**config.mk**
```make
export PLATFORM = sky130hd
export DESIGN_NAME = triple_pwm_generator
export DESIGN_NICKNAME = d
export VERILOG_FILES = /design/src/pwm_generator.v /design/src/triple_pwm_generator.v
export VERILOG_INCLUDE_DIRS = /design/src /design/src/src
export SDC_FILE = /design/constraint.sdc
export NUM_CORES = 1
export LEC_CHECK = 0
export ABC_AREA = 1
export BUFFER_PORTS_ARGS = -buffer_cell sky130_fd_sc_hd__buf_2
export CAP_MARGIN = 30
export CORE_UTILIZATION = 55
export DETAILED_ROUTE_END_ITERATION = 16
export PLACE_DENSITY = 0.79
export SYNTH_ARGS = -nofsm -noshare
export SYNTH_HDL_FRONTEND = slang
export SYNTH_SLANG_ARGS = --single-unit
```
**constraint.sdc**
```tcl
create_clock -name aclk -period 3.7 [get_ports aclk]
set_input_delay 0.74 -clock aclk [delete_from_list [all_inputs] [get_ports aclk]]
set_output_delay 0.74 -clock aclk [all_outputs]
set_load 0.02 [all_outputs]
```
**src/pwm_regs_map.vh**
```
// register indices, field positions and reset values of the triple pwm block
`ifndef PWM_REGS_MAP_VH
`define PWM_REGS_MAP_VH
// register indices; byte address on the bus is four times the index
`define IDX_PWM1_MODE 8'hab
`define IDX_PWM2_MODE 8'ha1
`define IDX_PWM3_MODE 8'hb1
`define IDX_PWM1_PERIOD_LOW 8'hac
`define IDX_PWM1_PERIOD_HIGH 8'had
`define IDX_PWM2_PERIOD_LOW 8'ha2
`define IDX_PWM2_PERIOD_HIGH 8'ha3
`define IDX_PWM3_PERIOD_LOW 8'hb2
`define IDX_PWM3_PERIOD_HIGH 8'hb3
`define IDX_PWM1_DUTY_LOW 8'hbb
`define IDX_PWM1_DUTY_HIGH 8'hbc
`define IDX_PWM2_DUTY_LOW 8'ha6
`define IDX_PWM2_DUTY_HIGH 8'ha7
`define IDX_PWM3_DUTY_LOW 8'h86
`define IDX_PWM3_DUTY_HIGH 8'h87
`define IDX_PWM1_LONG_DB_LOW 8'hae
`define IDX_PWM1_LONG_DB_HIGH 8'haf
`define IDX_PWM2_LONG_DB_LOW 8'ha4
`define IDX_PWM2_LONG_DB_HIGH 8'ha5
`define IDX_PWM3_LONG_DB_LOW 8'hb4
`define IDX_PWM3_LONG_DB_HIGH 8'hb5
`define IDX_PWM1_SHORT_DB 8'hbd
`define IDX_PWM2_SHORT_DB 8'hbe
`define IDX_PWM3_SHORT_DB 8'hcf
`define IDX_COMPARATOR_SYNC 8'h9b
`define IDX_GEN_ENABLE_PIN_CTRL 8'he4
`define IDX_IRQ_ENABLE_GROUP0 8'ha8
`define IDX_IRQ_ENABLE_GROUP2 8'h9a
`define IDX_IRQ_ENABLE_GROUP4 8'hd1
`define IDX_IRQ_FLAGS_GROUP2 8'hbf
// mode register fields
`define MODE_RATE_MSB 7
`define MODE_RATE_LSB 5
`define MODE_SECOND_INVERT_BIT 4
`define MODE_FIRST_INVERT_BIT 3
`define MODE_SECOND_PIN_SELECT_BIT 2
`define MODE_FIRST_PIN_SELECT_BIT 1
`define MODE_ONE_PULSE_BIT 0
// enable and interrupt fields
`define GEN1_ENABLE_BIT 5
`define GEN2_ENABLE_BIT 6
`define GEN3_ENABLE_BIT 7
`define GLOBAL_IRQ_ENABLE_BIT 7
`define GEN1_IRQ_ENABLE_BIT 7
`define GEN1_IRQ_FLAG_BIT 3
`define GEN2_IRQ_ENABLE_BIT 1
`define GEN3_IRQ_ENABLE_BIT 2
`define GEN2_IRQ_FLAG_BIT 0
`define GEN3_IRQ_FLAG_BIT 1
// reset values
`define RESET_BYTE 8'h00
`define RESET_WORD 16'h0000
// bus answers
`define RESP_OKAY 2'b00
`define RESP_SLVERR 2'b10
`endif

```
**src/pwm_generator.v**
```verilog
// one 16-bit pwm generator with prescaler, dead band and two shared pins
`timescale 1ns/1ps
module pwm_generator (
  input wire aclk, // system clock
  input wire aresetn, // synchronous reset, active low
  input wire generator_enable, // generator runs while high
  input wire [7:0] mode, // mode register contents
  input wire [15:0] period_value, // cycle length
  input wire [15:0] duty_value, // high time
  input wire [15:0] long_deadband_value, // trimmed off the falling edge
  input wire [7:0] short_deadband_value, // trimmed off the rising edge
  input wire [1:0] gpio_level, // level the general-purpose side drives
  output reg [1:0] pin_out, // first and second output pin
  output wire overflow, // one-cycle pulse at end of cycle
  output wire pulse_done // one-cycle pulse at end of a single pulse
);
`include "pwm_regs_map.vh"

  reg [6:0] prescale; // free-running divider of the oscillator
  reg [15:0] cycle_counter; // up counter of the pwm cycle
  reg synced; // output handed over on the first tick after enable
  reg wave; // pwm waveform before inversion
  wire tick; // one-cycle enable at the selected rate
  wire [15:0] count_plus; // counter plus one
  wire [16:0] window_end; // duty minus long dead band, with borrow
  wire no_pulse; // dead band swallows the whole high time
  wire next_wave; // waveform for the present count
  integer i;

  // mask of prescaler bits that must be all ones for a tick
  function [6:0] rate_mask;
    input [2:0] rate;
    begin
      rate_mask = 7'h7f >> rate;
    end
  endfunction

  assign tick = (prescale & rate_mask(mode[`MODE_RATE_MSB:`MODE_RATE_LSB])) ==
    rate_mask(mode[`MODE_RATE_MSB:`MODE_RATE_LSB]);
  assign count_plus = cycle_counter + 16'h0001;
  // cycle ends as the counter would step from period-1 to period
  assign overflow = generator_enable & tick & (count_plus == period_value);
  assign pulse_done = overflow & mode[`MODE_ONE_PULSE_BIT];
  assign window_end = {1'b0, duty_value} - {1'b0, long_deadband_value};
  // borrow or a short band reaching the end leaves nothing to drive
  assign no_pulse = window_end[16] | ({8'h00, short_deadband_value} >= window_end[15:0]);
  // high from the count equal to the short band until the count reaches duty minus the long band
  assign next_wave = ~no_pulse & ({8'h00, short_deadband_value} <= cycle_counter) &
    (cycle_counter < window_end[15:0]);

  // prescaler runs always so the rate change needs no restart
  always @(posedge aclk)
  begin
    if (!aresetn)
      prescale <= 7'h00;
    else
      prescale <= prescale + 7'h01;
  end

  // cycle counter: held at zero while disabled, one step per tick
  always @(posedge aclk)
  begin
    if (!aresetn)
      cycle_counter <= `RESET_WORD;
    else if (!generator_enable)
      cycle_counter <= `RESET_WORD;
    else if (tick)
    begin
      if (count_plus == period_value)
        cycle_counter <= `RESET_WORD;
      else
        cycle_counter <= count_plus;
    end
  end

  // output synchronisation completes at the first tick after enable
  always @(posedge aclk)
  begin
    if (!aresetn)
      synced <= 1'b0;
    else if (!generator_enable)
      synced <= 1'b0;
    else if (tick)
      synced <= 1'b1;
  end

  // registered waveform
  always @(posedge aclk)
  begin
    if (!aresetn)
      wave <= 1'b0;
    else
      wave <= next_wave;
  end

  // pin mux: pwm only when enabled, synced and selected, else gpio level
  always @(posedge aclk)
  begin
    if (!aresetn)
      pin_out <= 2'b00;
    else
      for (i = 0; i < 2; i = i + 1)
      begin
        if (generator_enable && synced && mode[`MODE_FIRST_PIN_SELECT_BIT + i])
          pin_out[i] <= wave ^ mode[`MODE_FIRST_INVERT_BIT + i];
        else
          pin_out[i] <= gpio_level[i];
      end
  end

endmodule // pwm_generator

```
**src/triple_pwm_generator.v**
```verilog
// three pwm generators behind an axi4-lite register slave
`timescale 1ns/1ps
module triple_pwm_generator (
  input wire aclk, // system clock, 25 MHz
  input wire aresetn, // synchronous reset, active low
  input wire [9:0] s_axi_awaddr, // write address
  input wire s_axi_awvalid, // write address valid
  output wire s_axi_awready, // write address ready
  input wire [31:0] s_axi_wdata, // write data
  input wire [3:0] s_axi_wstrb, // write byte strobes
  input wire s_axi_wvalid, // write data valid
  output wire s_axi_wready, // write data ready
  output reg [1:0] s_axi_bresp, // write response
  output reg s_axi_bvalid, // write response valid
  input wire s_axi_bready, // write response ready
  input wire [9:0] s_axi_araddr, // read address
  input wire s_axi_arvalid, // read address valid
  output wire s_axi_arready, // read address ready
  output reg [31:0] s_axi_rdata, // read data
  output reg [1:0] s_axi_rresp, // read response
  output reg s_axi_rvalid, // read data valid
  input wire s_axi_rready, // read data ready
  input wire [5:0] gpio_level, // gpio levels, two per generator
  output wire [5:0] pin_out, // shared output pins, two per generator
  output wire [2:0] irq_request, // per generator request, flag and enable
  output wire wake_request // any enabled overflow request
);
`include "pwm_regs_map.vh"

  reg [7:0] mode [0:2]; // mode registers
  reg [15:0] period_value [0:2]; // period per generator
  reg [15:0] duty_value [0:2]; // duty per generator
  reg [15:0] long_deadband_value [0:2]; // long dead band per generator
  reg [7:0] short_deadband_value [0:2]; // short dead band per generator
  reg [2:0] generator_enable; // enable per generator
  reg [5:0] comparator_sync; // stored only, no effect on the waveform
  reg global_irq_enable; // stored for the interrupt controller
  reg [2:0] overflow_irq_enable; // per generator gate
  reg [2:0] overflow_irq_flag; // sticky overflow flags
  reg aw_held; // write address captured
  reg [9:0] aw_addr_q; // captured write address
  reg w_held; // write data captured
  reg [7:0] w_byte_q; // captured low data byte
  reg w_strb_q; // captured lane-0 strobe
  reg [7:0] read_byte; // read mux output
  wire [2:0] overflow; // overflow pulses
  wire [2:0] pulse_done; // single pulse finished
  wire do_write; // write commits this cycle
  wire wr_ok; // write hits a mapped, aligned register
  wire wr_en; // write changes storage
  wire [7:0] wr_idx; // write register index
  wire [7:0] rd_idx; // read register index
  wire [7:0] next_enable_written; // enable byte from a write
  wire en_write; // write to the enable register
  wire [7:0] wb; // written byte

  // true for every register index that the block answers
  function is_mapped;
    input [7:0] idx;
    begin
      case (idx)
        `IDX_PWM1_MODE, `IDX_PWM2_MODE, `IDX_PWM3_MODE,
        `IDX_PWM1_PERIOD_LOW, `IDX_PWM1_PERIOD_HIGH,
        `IDX_PWM2_PERIOD_LOW, `IDX_PWM2_PERIOD_HIGH,
        `IDX_PWM3_PERIOD_LOW, `IDX_PWM3_PERIOD_HIGH,
        `IDX_PWM1_DUTY_LOW, `IDX_PWM1_DUTY_HIGH,
        `IDX_PWM2_DUTY_LOW, `IDX_PWM2_DUTY_HIGH,
        `IDX_PWM3_DUTY_LOW, `IDX_PWM3_DUTY_HIGH,
        `IDX_PWM1_LONG_DB_LOW, `IDX_PWM1_LONG_DB_HIGH,
        `IDX_PWM2_LONG_DB_LOW, `IDX_PWM2_LONG_DB_HIGH,
        `IDX_PWM3_LONG_DB_LOW, `IDX_PWM3_LONG_DB_HIGH,
        `IDX_PWM1_SHORT_DB, `IDX_PWM2_SHORT_DB, `IDX_PWM3_SHORT_DB,
        `IDX_COMPARATOR_SYNC, `IDX_GEN_ENABLE_PIN_CTRL,
        `IDX_IRQ_ENABLE_GROUP0, `IDX_IRQ_ENABLE_GROUP2,
        `IDX_IRQ_ENABLE_GROUP4, `IDX_IRQ_FLAGS_GROUP2:
          is_mapped = 1'b1;
        default:
          is_mapped = 1'b0;
      endcase
    end
  endfunction

  // the three generators
  genvar g;
  generate
    for (g = 0; g < 3; g = g + 1)
    begin : gen
      pwm_generator u_gen (
        .aclk(aclk),
        .aresetn(aresetn),
        .generator_enable(generator_enable[g]),
        .mode(mode[g]),
        .period_value(period_value[g]),
        .duty_value(duty_value[g]),
        .long_deadband_value(long_deadband_value[g]),
        .short_deadband_value(short_deadband_value[g]),
        .gpio_level(gpio_level[2*g+1:2*g]),
        .pin_out(pin_out[2*g+1:2*g]),
        .overflow(overflow[g]),
        .pulse_done(pulse_done[g])
      );
    end
  endgenerate

  // request lines; the interrupt controller itself lives elsewhere
  assign irq_request = overflow_irq_flag & overflow_irq_enable;
  assign wake_request = |irq_request;

  // bus handshakes: one capture slot per channel, held until the write commits
  assign s_axi_awready = ~aw_held;
  assign s_axi_wready = ~w_held;
  assign s_axi_arready = ~s_axi_rvalid;
  assign do_write = aw_held & w_held & ~s_axi_bvalid;
  assign wr_idx = aw_addr_q[9:2];
  assign rd_idx = s_axi_araddr[9:2];
  assign wr_ok = (aw_addr_q[1:0] == 2'b00) & is_mapped(wr_idx);
  // only lane 0 carries data; other lanes are ignored
  assign wr_en = do_write & wr_ok & w_strb_q;
  assign wb = w_byte_q;
  assign en_write = wr_en & (wr_idx == `IDX_GEN_ENABLE_PIN_CTRL);
  assign next_enable_written = wb;

  // capture address and data in either order
  always @(posedge aclk)
  begin
    if (!aresetn)
    begin
      aw_held <= 1'b0;
      aw_addr_q <= 10'h000;
      w_held <= 1'b0;
      w_byte_q <= `RESET_BYTE;
      w_strb_q <= 1'b0;
    end
    else
    begin
      if (s_axi_awvalid && !aw_held)
      begin
        aw_held <= 1'b1;
        aw_addr_q <= s_axi_awaddr;
      end
      else if (do_write)
        aw_held <= 1'b0;
      if (s_axi_wvalid && !w_held)
      begin
        w_held <= 1'b1;
        w_byte_q <= s_axi_wdata[7:0];
        w_strb_q <= s_axi_wstrb[0];
      end
      else if (do_write)
        w_held <= 1'b0;
    end
  end

  // write response; unmapped or misaligned addresses answer slverr
  always @(posedge aclk)
  begin
    if (!aresetn)
    begin
      s_axi_bvalid <= 1'b0;
      s_axi_bresp <= `RESP_OKAY;
    end
    else if (do_write)
    begin
      s_axi_bvalid <= 1'b1;
      s_axi_bresp <= wr_ok ? `RESP_OKAY : `RESP_SLVERR;
    end
    else if (s_axi_bready)
      s_axi_bvalid <= 1'b0;
  end

  // byte registers of the three generators, comparator sync and interrupt enables
  always @(posedge aclk)
  begin
    if (!aresetn)
    begin
      mode[0] <= `RESET_BYTE;
      mode[1] <= `RESET_BYTE;
      mode[2] <= `RESET_BYTE;
      period_value[0] <= `RESET_WORD;
      period_value[1] <= `RESET_WORD;
      period_value[2] <= `RESET_WORD;
      duty_value[0] <= `RESET_WORD;
      duty_value[1] <= `RESET_WORD;
      duty_value[2] <= `RESET_WORD;
      long_deadband_value[0] <= `RESET_WORD;
      long_deadband_value[1] <= `RESET_WORD;
      long_deadband_value[2] <= `RESET_WORD;
      short_deadband_value[0] <= `RESET_BYTE;
      short_deadband_value[1] <= `RESET_BYTE;
      short_deadband_value[2] <= `RESET_BYTE;
      comparator_sync <= 6'h00;
      global_irq_enable <= 1'b0;
      overflow_irq_enable <= 3'h0;
    end
    else if (wr_en)
    begin
      case (wr_idx)
        `IDX_PWM1_MODE: mode[0] <= wb;
        `IDX_PWM2_MODE: mode[1] <= wb;
        `IDX_PWM3_MODE: mode[2] <= wb;
        `IDX_PWM1_PERIOD_LOW: period_value[0][7:0] <= wb;
        `IDX_PWM1_PERIOD_HIGH: period_value[0][15:8] <= wb;
        `IDX_PWM2_PERIOD_LOW: period_value[1][7:0] <= wb;
        `IDX_PWM2_PERIOD_HIGH: period_value[1][15:8] <= wb;
        `IDX_PWM3_PERIOD_LOW: period_value[2][7:0] <= wb;
        `IDX_PWM3_PERIOD_HIGH: period_value[2][15:8] <= wb;
        `IDX_PWM1_DUTY_LOW: duty_value[0][7:0] <= wb;
        `IDX_PWM1_DUTY_HIGH: duty_value[0][15:8] <= wb;
        `IDX_PWM2_DUTY_LOW: duty_value[1][7:0] <= wb;
        `IDX_PWM2_DUTY_HIGH: duty_value[1][15:8] <= wb;
        `IDX_PWM3_DUTY_LOW: duty_value[2][7:0] <= wb;
        `IDX_PWM3_DUTY_HIGH: duty_value[2][15:8] <= wb;
        `IDX_PWM1_LONG_DB_LOW: long_deadband_value[0][7:0] <= wb;
        `IDX_PWM1_LONG_DB_HIGH: long_deadband_value[0][15:8] <= wb;
        `IDX_PWM2_LONG_DB_LOW: long_deadband_value[1][7:0] <= wb;
        `IDX_PWM2_LONG_DB_HIGH: long_deadband_value[1][15:8] <= wb;
        `IDX_PWM3_LONG_DB_LOW: long_deadband_value[2][7:0] <= wb;
        `IDX_PWM3_LONG_DB_HIGH: long_deadband_value[2][15:8] <= wb;
        `IDX_PWM1_SHORT_DB: short_deadband_value[0] <= wb;
        `IDX_PWM2_SHORT_DB: short_deadband_value[1] <= wb;
        `IDX_PWM3_SHORT_DB: short_deadband_value[2] <= wb;
        `IDX_COMPARATOR_SYNC: comparator_sync <= wb[7:2];
        `IDX_IRQ_ENABLE_GROUP0: global_irq_enable <= wb[`GLOBAL_IRQ_ENABLE_BIT];
        `IDX_IRQ_ENABLE_GROUP2:
        begin
          overflow_irq_enable[1] <= wb[`GEN2_IRQ_ENABLE_BIT];
          overflow_irq_enable[2] <= wb[`GEN3_IRQ_ENABLE_BIT];
        end
        `IDX_IRQ_ENABLE_GROUP4: overflow_irq_enable[0] <= wb[`GEN1_IRQ_ENABLE_BIT];
        default: global_irq_enable <= global_irq_enable;
      endcase
    end
  end

  // enables: a software write wins over the hardware clear at pulse end
  always @(posedge aclk)
  begin
    if (!aresetn)
      generator_enable <= 3'h0;
    else if (en_write)
    begin
      generator_enable[0] <= next_enable_written[`GEN1_ENABLE_BIT];
      generator_enable[1] <= next_enable_written[`GEN2_ENABLE_BIT];
      generator_enable[2] <= next_enable_written[`GEN3_ENABLE_BIT];
    end
    else
      generator_enable <= generator_enable & ~pulse_done;
  end

  // sticky flags: software may write them, an overflow in the same cycle wins
  always @(posedge aclk)
  begin
    if (!aresetn)
      overflow_irq_flag <= 3'h0;
    else if (wr_en && wr_idx == `IDX_IRQ_ENABLE_GROUP4)
      overflow_irq_flag <= {overflow_irq_flag[2:1],
        wb[`GEN1_IRQ_FLAG_BIT]} | overflow;
    else if (wr_en && wr_idx == `IDX_IRQ_FLAGS_GROUP2)
      overflow_irq_flag <= {wb[`GEN3_IRQ_FLAG_BIT], wb[`GEN2_IRQ_FLAG_BIT],
        overflow_irq_flag[0]} | overflow;
    else
      overflow_irq_flag <= overflow_irq_flag | overflow;
  end

  // read mux; unlisted bits read zero
  always @*
  begin
    read_byte = `RESET_BYTE;
    case (rd_idx)
      `IDX_PWM1_MODE: read_byte = mode[0];
      `IDX_PWM2_MODE: read_byte = mode[1];
      `IDX_PWM3_MODE: read_byte = mode[2];
      `IDX_PWM1_PERIOD_LOW: read_byte = period_value[0][7:0];
      `IDX_PWM1_PERIOD_HIGH: read_byte = period_value[0][15:8];
      `IDX_PWM2_PERIOD_LOW: read_byte = period_value[1][7:0];
      `IDX_PWM2_PERIOD_HIGH: read_byte = period_value[1][15:8];
      `IDX_PWM3_PERIOD_LOW: read_byte = period_value[2][7:0];
      `IDX_PWM3_PERIOD_HIGH: read_byte = period_value[2][15:8];
      `IDX_PWM1_DUTY_LOW: read_byte = duty_value[0][7:0];
      `IDX_PWM1_DUTY_HIGH: read_byte = duty_value[0][15:8];
      `IDX_PWM2_DUTY_LOW: read_byte = duty_value[1][7:0];
      `IDX_PWM2_DUTY_HIGH: read_byte = duty_value[1][15:8];
      `IDX_PWM3_DUTY_LOW: read_byte = duty_value[2][7:0];
      `IDX_PWM3_DUTY_HIGH: read_byte = duty_value[2][15:8];
      `IDX_PWM1_LONG_DB_LOW: read_byte = long_deadband_value[0][7:0];
      `IDX_PWM1_LONG_DB_HIGH: read_byte = long_deadband_value[0][15:8];
      `IDX_PWM2_LONG_DB_LOW: read_byte = long_deadband_value[1][7:0];
      `IDX_PWM2_LONG_DB_HIGH: read_byte = long_deadband_value[1][15:8];
      `IDX_PWM3_LONG_DB_LOW: read_byte = long_deadband_value[2][7:0];
      `IDX_PWM3_LONG_DB_HIGH: read_byte = long_deadband_value[2][15:8];
      `IDX_PWM1_SHORT_DB: read_byte = short_deadband_value[0];
      `IDX_PWM2_SHORT_DB: read_byte = short_deadband_value[1];
      `IDX_PWM3_SHORT_DB: read_byte = short_deadband_value[2];
      `IDX_COMPARATOR_SYNC: read_byte = {comparator_sync, 2'b00};
      `IDX_GEN_ENABLE_PIN_CTRL: read_byte = {generator_enable, 5'h00};
      `IDX_IRQ_ENABLE_GROUP0: read_byte = {global_irq_enable, 7'h00};
      `IDX_IRQ_ENABLE_GROUP2: read_byte = {5'h00, overflow_irq_enable[2:1], 1'b0};
      `IDX_IRQ_ENABLE_GROUP4: read_byte = {overflow_irq_enable[0], 3'h0,
        overflow_irq_flag[0], 3'h0};
      `IDX_IRQ_FLAGS_GROUP2: read_byte = {6'h00, overflow_irq_flag[2:1]};
      default: read_byte = `RESET_BYTE;
    endcase
  end

  // read channel: data one cycle after the address is taken
  always @(posedge aclk)
  begin
    if (!aresetn)
    begin
      s_axi_rvalid <= 1'b0;
      s_axi_rdata <= 32'h00000000;
      s_axi_rresp <= `RESP_OKAY;
    end
    else if (s_axi_arvalid && !s_axi_rvalid)
    begin
      s_axi_rvalid <= 1'b1;
      if (s_axi_araddr[1:0] == 2'b00 && is_mapped(rd_idx))
      begin
        s_axi_rdata <= {24'h000000, read_byte};
        s_axi_rresp <= `RESP_OKAY;
      end
      else
      begin
        s_axi_rdata <= 32'h00000000;
        s_axi_rresp <= `RESP_SLVERR;
      end
    end
    else if (s_axi_rready)
      s_axi_rvalid <= 1'b0;
  end

endmodule // triple_pwm_generator

```
# Word-level counts from Yosys, hierarchy flattened
# Memory sizes are Yosys's and may differ from the RTL's.
# Cells that the tools add are included.
# W data, S select, Z words.
totals:
  ff_bits: 156
  ram_bits: 192
  in_bits: 69
  out_inout_bits: 51
  elab_cells: 375
  n_memories: 5
mem_list:
  columns: ["memory", "words", "word_bits", "read_ports", "rd_clocked_by_memory_dff", "wr", "line", "text"]
  rows:
  - ["duty_value", 3, 16, 3, 0, 3, "triple_pwm_generator.v:32", "reg [15:0] duty_value [0:2];"]
  - ["long_deadband_value", 3, 16, 3, 0, 3, "triple_pwm_generator.v:33", "reg [15:0] long_deadband_value [0:2];"]
  - ["period_value", 3, 16, 3, 0, 3, "triple_pwm_generator.v:31", "reg [15:0] period_value [0:2];"]
  - ["mode", 3, 8, 3, 0, 3, "triple_pwm_generator.v:30", "reg [7:0] mode [0:2];"]
  - ["short_deadband_value", 3, 8, 3, 0, 3, "triple_pwm_generator.v:34", "reg [7:0] short_deadband_value [0:2];"]
classes:
  add_sub_neg: 9
  order_cmp: 9
  eq_ne: 66
  shift: 3
  n_mux: 148
  n_bitwise: 70
  n_reduce_logical: 34
op_table:
  columns: ["cell", "count"]
  rows:
  - ["$eq A8 B8 Y1 const B", 60]
  - ["$pmux W8 S30", 1]
  - ["$mux W8", 25]
  - ["$mux W1", 114]
  - ["$reduce_or A30 Y1", 2]
  - ["$sub A16 B16 Y17", 3]
  - ["$add A16 B1 Y16 const B", 3]
  - ["$eq A16 B16 Y1", 3]
  - ["$ge A8 B16 Y1", 3]
  - ["$le A8 B16 Y1", 3]
  - ["$lt A16 B16 Y1", 3]
  - ["$mux W16", 3]
  - ["$or A1 B1 Y1", 27]
  - ["$add A7 B1 Y7 const B", 3]
  - ["$and A1 B1 Y1", 21]
  - ["$and A7 B7 Y7", 3]
  - ["$eq A7 B7 Y1", 3]
  - ["$shr A7 B3 Y7 const A", 3]
  - ["$logic_and A1 B1 Y1", 15]
  - ["$reduce_and A2 Y1", 7]
  - ["$mux W3", 3]
  - ["$or A3 B3 Y3", 3]
  - ["$reduce_bool A2 Y1", 4]
  - ["$not A1 Y1", 7]
  - ["7 further kinds", 17]

# Logic depth before layout (Yosys ltp)
logic_depth:
  ltp_word: 10
  mapped_depth: 20
  mapped_depth_nobuf: 20

# Hierarchy
# A second synthesis with hierarchy kept.
unflattened:
  cells_unflattened: 3016
  hier_area_um2: 22041.1
by_module_without_submodules:
  columns: ["mod", "instances", "cells_per_inst", "area_each_um2", "seq_area_each_um2"]
  rows:
  - ["triple_pwm_generator", 1, 1140, 10839.1, 6746.5]
  - ["pwm_generator at gen[1].u_gen", 1, 624, 3872.5, 540.5]
  - ["pwm_generator at gen[0].u_gen", 1, 623, 3666.0, 540.5]
  - ["pwm_generator at gen[2].u_gen", 1, 629, 3663.5, 540.5]

# Worst setup path before layout
# Ideal clock, no wire load.
synth_timing:
  kind: "register to register"
  from: "memory long_deadband_value[1][0]"
  to: "register gen[1].u_gen.wave"
  setup_time_ns: 0.113
  t_arrival_ns: 2.769
  required_ns: 3.587
  slack_ns: 0.819
  path_stages_with_launch: 19
  path_buffers: 0
  synth_period_minus_slack_ns: 2.881
  cell_sequence: "edfxtp_1 -> ha_1 -> fa_1 -> nand3b_1 -> nand2_1 -> nand2_1 -> nand2_1 -> nand2_1 -> o21ai_0 -> xor2_1 -> inv_1 -> ha_1 -> nand2_1 -> o21a_1 -> o21a_1 -> o21ai_0 -> a31oi_1 -> nand3_1 -> nor2_1"
synth_lines:
  columns: ["element", "line", "text"]
  rows:
  - ["start: declaration", "triple_pwm_generator.v:33", null]
  - ["end signal: assignment", "pwm_generator.v:93", "wave <= next_wave;"]
  - ["end: declaration", "pwm_generator.v:22", "reg wave;"]

==> impl_metrics.py <==
metrics = {
    "global_routing": {
        "track_usage_pct": 40.2,
        "grt_pass1_vias": 18700,
        "grt_max_degree": 40,
        "antenna_found_initial": 1,
        "grt.overflow.total": 0,
        "grt_pass1_wl_um": 113000,
    },
    "logic_synthesis": {
        "async_flop_share_pct": 0,
        "post_synth_inst_count": 2796,
        "ys_types": 46,
        "ys_warn_count": 0,
        "dominantRegCellSynth": "edfxtp_1",
        "synth_edf_count": 192,
        "synthesis.area_mm2": 0.0207,
        "yosysSeqAreaShare_pct": 40.4,
        "synth-seq-cells": 322,
        "avgSynthCellArea_um2": 7.40,
    },
    "sta": {
        "fin_crit_ns": 3.32,
        "drv_slew": 0,
        "report.final.hold_viol_count": 0,
        "worst_slew_pin_slew_ns": 1.05,
        "timing.final.crit_share_pct": 89.7,
        "finalSetupTns_ns": 0,
        "maxSlewHeadroom_pct": 29.1,
        "fin_skew_ns": 0.0167,
        "fmax_mhz": 301,
        "rsz0062_at_grt": "no",
        "setup_viol": 0,
    },
    "power": {
        "p_switching_mw": 2.34,
        "p_seq_share_pct": 45.9,
        "powerDensity_mw_per_mm2": 379,
        "vdd_drop_max_uv": 510,
        "p_int_mw": 6.38,
        "swShare_pct": 26.8,
        "p_clk_share_pct": 42.8,
        "p_comb_share_pct": 11.3,
        "leakage_nw": 10.4,
    },
    "die": {
        "die_w_um": 196,
        "start_util_pct": 56.3,
        "dieArea_mm2": 0.0384,
        "num_io_pins": 120,
        "core_mm2": 0.0368,
        "die_h_um": 196,
        "num_rows": 70,
    },
    "clocking": {
        "cts.repair.resized": 0,
        "cts_tree": "done",
        "numCtsBuffers": 36,
        "clkLatencyLatePin_ns": 0.56,
        "postCtsHoldBufs": 0,
        "h-tree-depth": 2,
        "clockBufferDepth": 3,
        "clk_pin_slew_ns": 0.06,
        "clock_sinks": 322,
        "cts_setup_buffers": 0,
        "cts_root_buf": "clkbuf_16",
    },
    "worst_setup_path": {
        "worstPathArrival_ns": 3.58,
        "crit_type": "reg2reg",
        "path_common_cell": "nand2_1",
        "crit_fanout": 19,
        "path_cells": "inv_1 -> nand2_1 -> nor2_2 -> nand2_1 -> nand2_1 -> nor2_1 -> nand2_1 -> nor2_1 -> nand2_2 -> nand3_4 -> nor2_2 -> nand3_2 -> a21oi_1",
        "required_ns": 3.96,
        "cp_slowest_cell": "a21oi_1",
        "crit_path_end_kind": "flip-flop",
        "crit_path_start_kind": "flip-flop",
        "max_stage_delay_ns": 0.63,
    },
    "placement": {
        "hpwl_um": 61100,
        "io_buffer_count": 66,
        "placedInstanceArea_mm2": 0.0218,
        "routabilityCongestion": 1.08,
    },
    "drt": {
        "top_layer_used": "met4",
        "drc": 0,
        "met3WireLength_um": 8860,
        "m1WireLength_um": 30600,
        "first_pass_iters": 6,
        "post_drt_wl_per_cell_um": 22.6,
        "vias": 20200,
        "wl_met2_um": 33700,
        "drtIter0Drc": 2524,
        "wl_um": 77100,
        "ant_nets": 0,
        "viasPerCell": 5.90,
    },
    "job": {
        "drv_cap": 0,
    },
    "layout": {
        "fin_util_pct": 62.5,
        "syn_to_final_growth_pct": 11.1,
        "seq_area_mm2": 0.00837,
        "drive_above_1_share_pct": 7.25,
        "multiInputGateArea_mm2": 0.0106,
        "fin_nets": 3136,
        "fillCellCount": 3285,
        "final_area_mm2": 0.0230,
    },
    "status": {
        "outcome": "completed",
    },
    "worst_hold_path": {
        "hold_class": "in2reg",
    },
}
==> state kept, by name, summed over array words and instances (netlist names), 6 cells and up <==
| name | flops |
|---|---|
| gen.u_gen.pin_out | 6 |
| aw_addr_q | 10 |
| duty_value | 48 |
| comparator_sync | 6 |
| period_value | 48 |
| gen.u_gen.prescale | 21 |
| mode | 24 |
| gen.u_gen.cycle_counter | 48 |
| short_deadband_value | 24 |
| next_enable_written | 8 |
| s_axi_rdata | 8 |
| long_deadband_value | 48 |
==> stage by stage <==
| step | instances | hold WS [ns] | power (mW) | setup WS [ns] |
|---|---|---|---|---|
| 2_1_floorplan | 2821 | 0.429 | 4.70 | 0.819 |
| 3_3_place_gp | 3351 | 0.451 | 5.00 | 0.374 |
| 3_5_place_dp | 3352 | 0.454 | 5.03 | 0.321 |
| 4_1_cts | 3417 | 0.394 | 8.70 | 0.300 |
| 5_1_grt | 3418 | 0.425 | 8.95 | 0.143 |
| 6_report | 3419 | 0.399 | 8.72 | 0.381 |
==> power by group through the flow <==
stage                     Combinational [mW]  Sequential, mW  Clock [mW]
after detailed placement               0.957            4.07           0
final                                  0.986            4.00        3.73
after global routing                    1.10            4.01        3.85
after floorplan                        0.667            4.03           0
after CTS                              0.963            4.00        3.74
after global placement                 0.932            4.07           0
==> cells in the mapped netlist, drive strengths merged (5+ instances only) <==
master,count,area share [%]
a211oi,7,0.25
a21o,6,0.22
a21oi,209,5.1
buf,41,1.4
clkbuf,25,0.45
clkinv,8,0.15
dfxtp,130,13
edfxtp,192,28
ha,141,8.5
inv,380,6.9
nand2,762,14
nand3,218,5.5
nand3b,11,0.40
nand4,63,1.9
nor2,321,6.0
nor3,26,0.63
nor4,7,0.21
o2111ai,5,0.21
o21a,5,0.18
o21ai,121,2.9
o21bai,13,0.47
o22ai,29,0.88
xnor2,15,0.63
xor2,33,1.4
==> kinds of logic after synthesis <==
kind of cell	Yosys count	share of synthesized area (%)
XOR/XNOR	50	2.25
AND/OR/NAND/NOR	1408	28.5
AO/OA/AOI/OAI	417	11.1
buffers and inverters	454	8.91
flip-flops	322	40.4
other	1	0.0181
adder cells (fa/ha/maj)	144	8.81
==> layout by cell type, fill, tap and decap left out, types with 4 or more instances in the layout <==
| cell type | count |
|---|---|
| dfxtp_1 | 130 |
| a21o_1 | 6 |
| nand3b_1 | 11 |
| inv_2 | 5 |
| o2111ai_1 | 5 |
| o21ai_0 | 120 |
| nand2_1 | 759 |
| bufinv_16 | 4 |
| xor2_1 | 33 |
| o21a_1 | 5 |
| buf_2 | 68 |
| nor2_2 | 8 |
| nor2_1 | 310 |
| o21bai_1 | 13 |
| buf_4 | 62 |
| ha_1 | 141 |
| nor3_1 | 26 |
| nand3_2 | 6 |
| clkbuf_1 | 9 |
| a211oi_1 | 7 |
| conb_1 | 26 |
| clkinv_1 | 9 |
| clkinv_2 | 5 |
| xnor2_1 | 15 |
| a21oi_1 | 209 |
| nor4_1 | 7 |
| clkbuf_16 | 37 |
| o22ai_1 | 29 |
| inv_1 | 375 |
| nand3_1 | 211 |
| edfxtp_1 | 192 |
| a21boi_0 | 4 |
| nand4_1 | 63 |
==> path summary, 6_finish.rpt <==
kind | from | end | slack, ns | cells after the start
min | s_axi_awaddr[1] | aw_addr_q[1] | 0.40 | 3
min reg2reg | s_axi_rdata[4] | s_axi_rdata[4] | 0.46 | 2
max reg2reg | aw_addr_q[6] | long_deadband_value[0][8] | 0.38 | 13
max | aw_addr_q[6] | long_deadband_value[0][8] | 0.38 | 13
==> critical path: cells and delay by family, from the launching register on <==
family | cells | cell delay [ns]
buf+inv | 1 | 0.11
flops | 1 | 0.32
compound gates | 1 | 0.63
simple gates | 11 | 1.95
==> final cells by class <==
| cell class | count | share of cell area, % |
|---|---|---|
| repair buffers | 130 | 3.50 |
| well taps | 468 | 2.55 |
| clock buffers | 48 | 4.29 |
| diodes | 1 | 0.0109 |
| multi-input cells | 2045 | 46.0 |
| inverters | 388 | 6.33 |
| flip-flops and latches | 322 | 36.4 |
| clock inverters | 17 | 0.914 |
==> metal layers <==
layer / vias up / global-route usage [%]
met1: 9330 / 53.6
met3: 175 / 7.60
met5: - / 0
met2: 1184 / 62.9
li1: 9491 / -
met4: 0 / 19.4
Power figures use the tool's default switching activity.
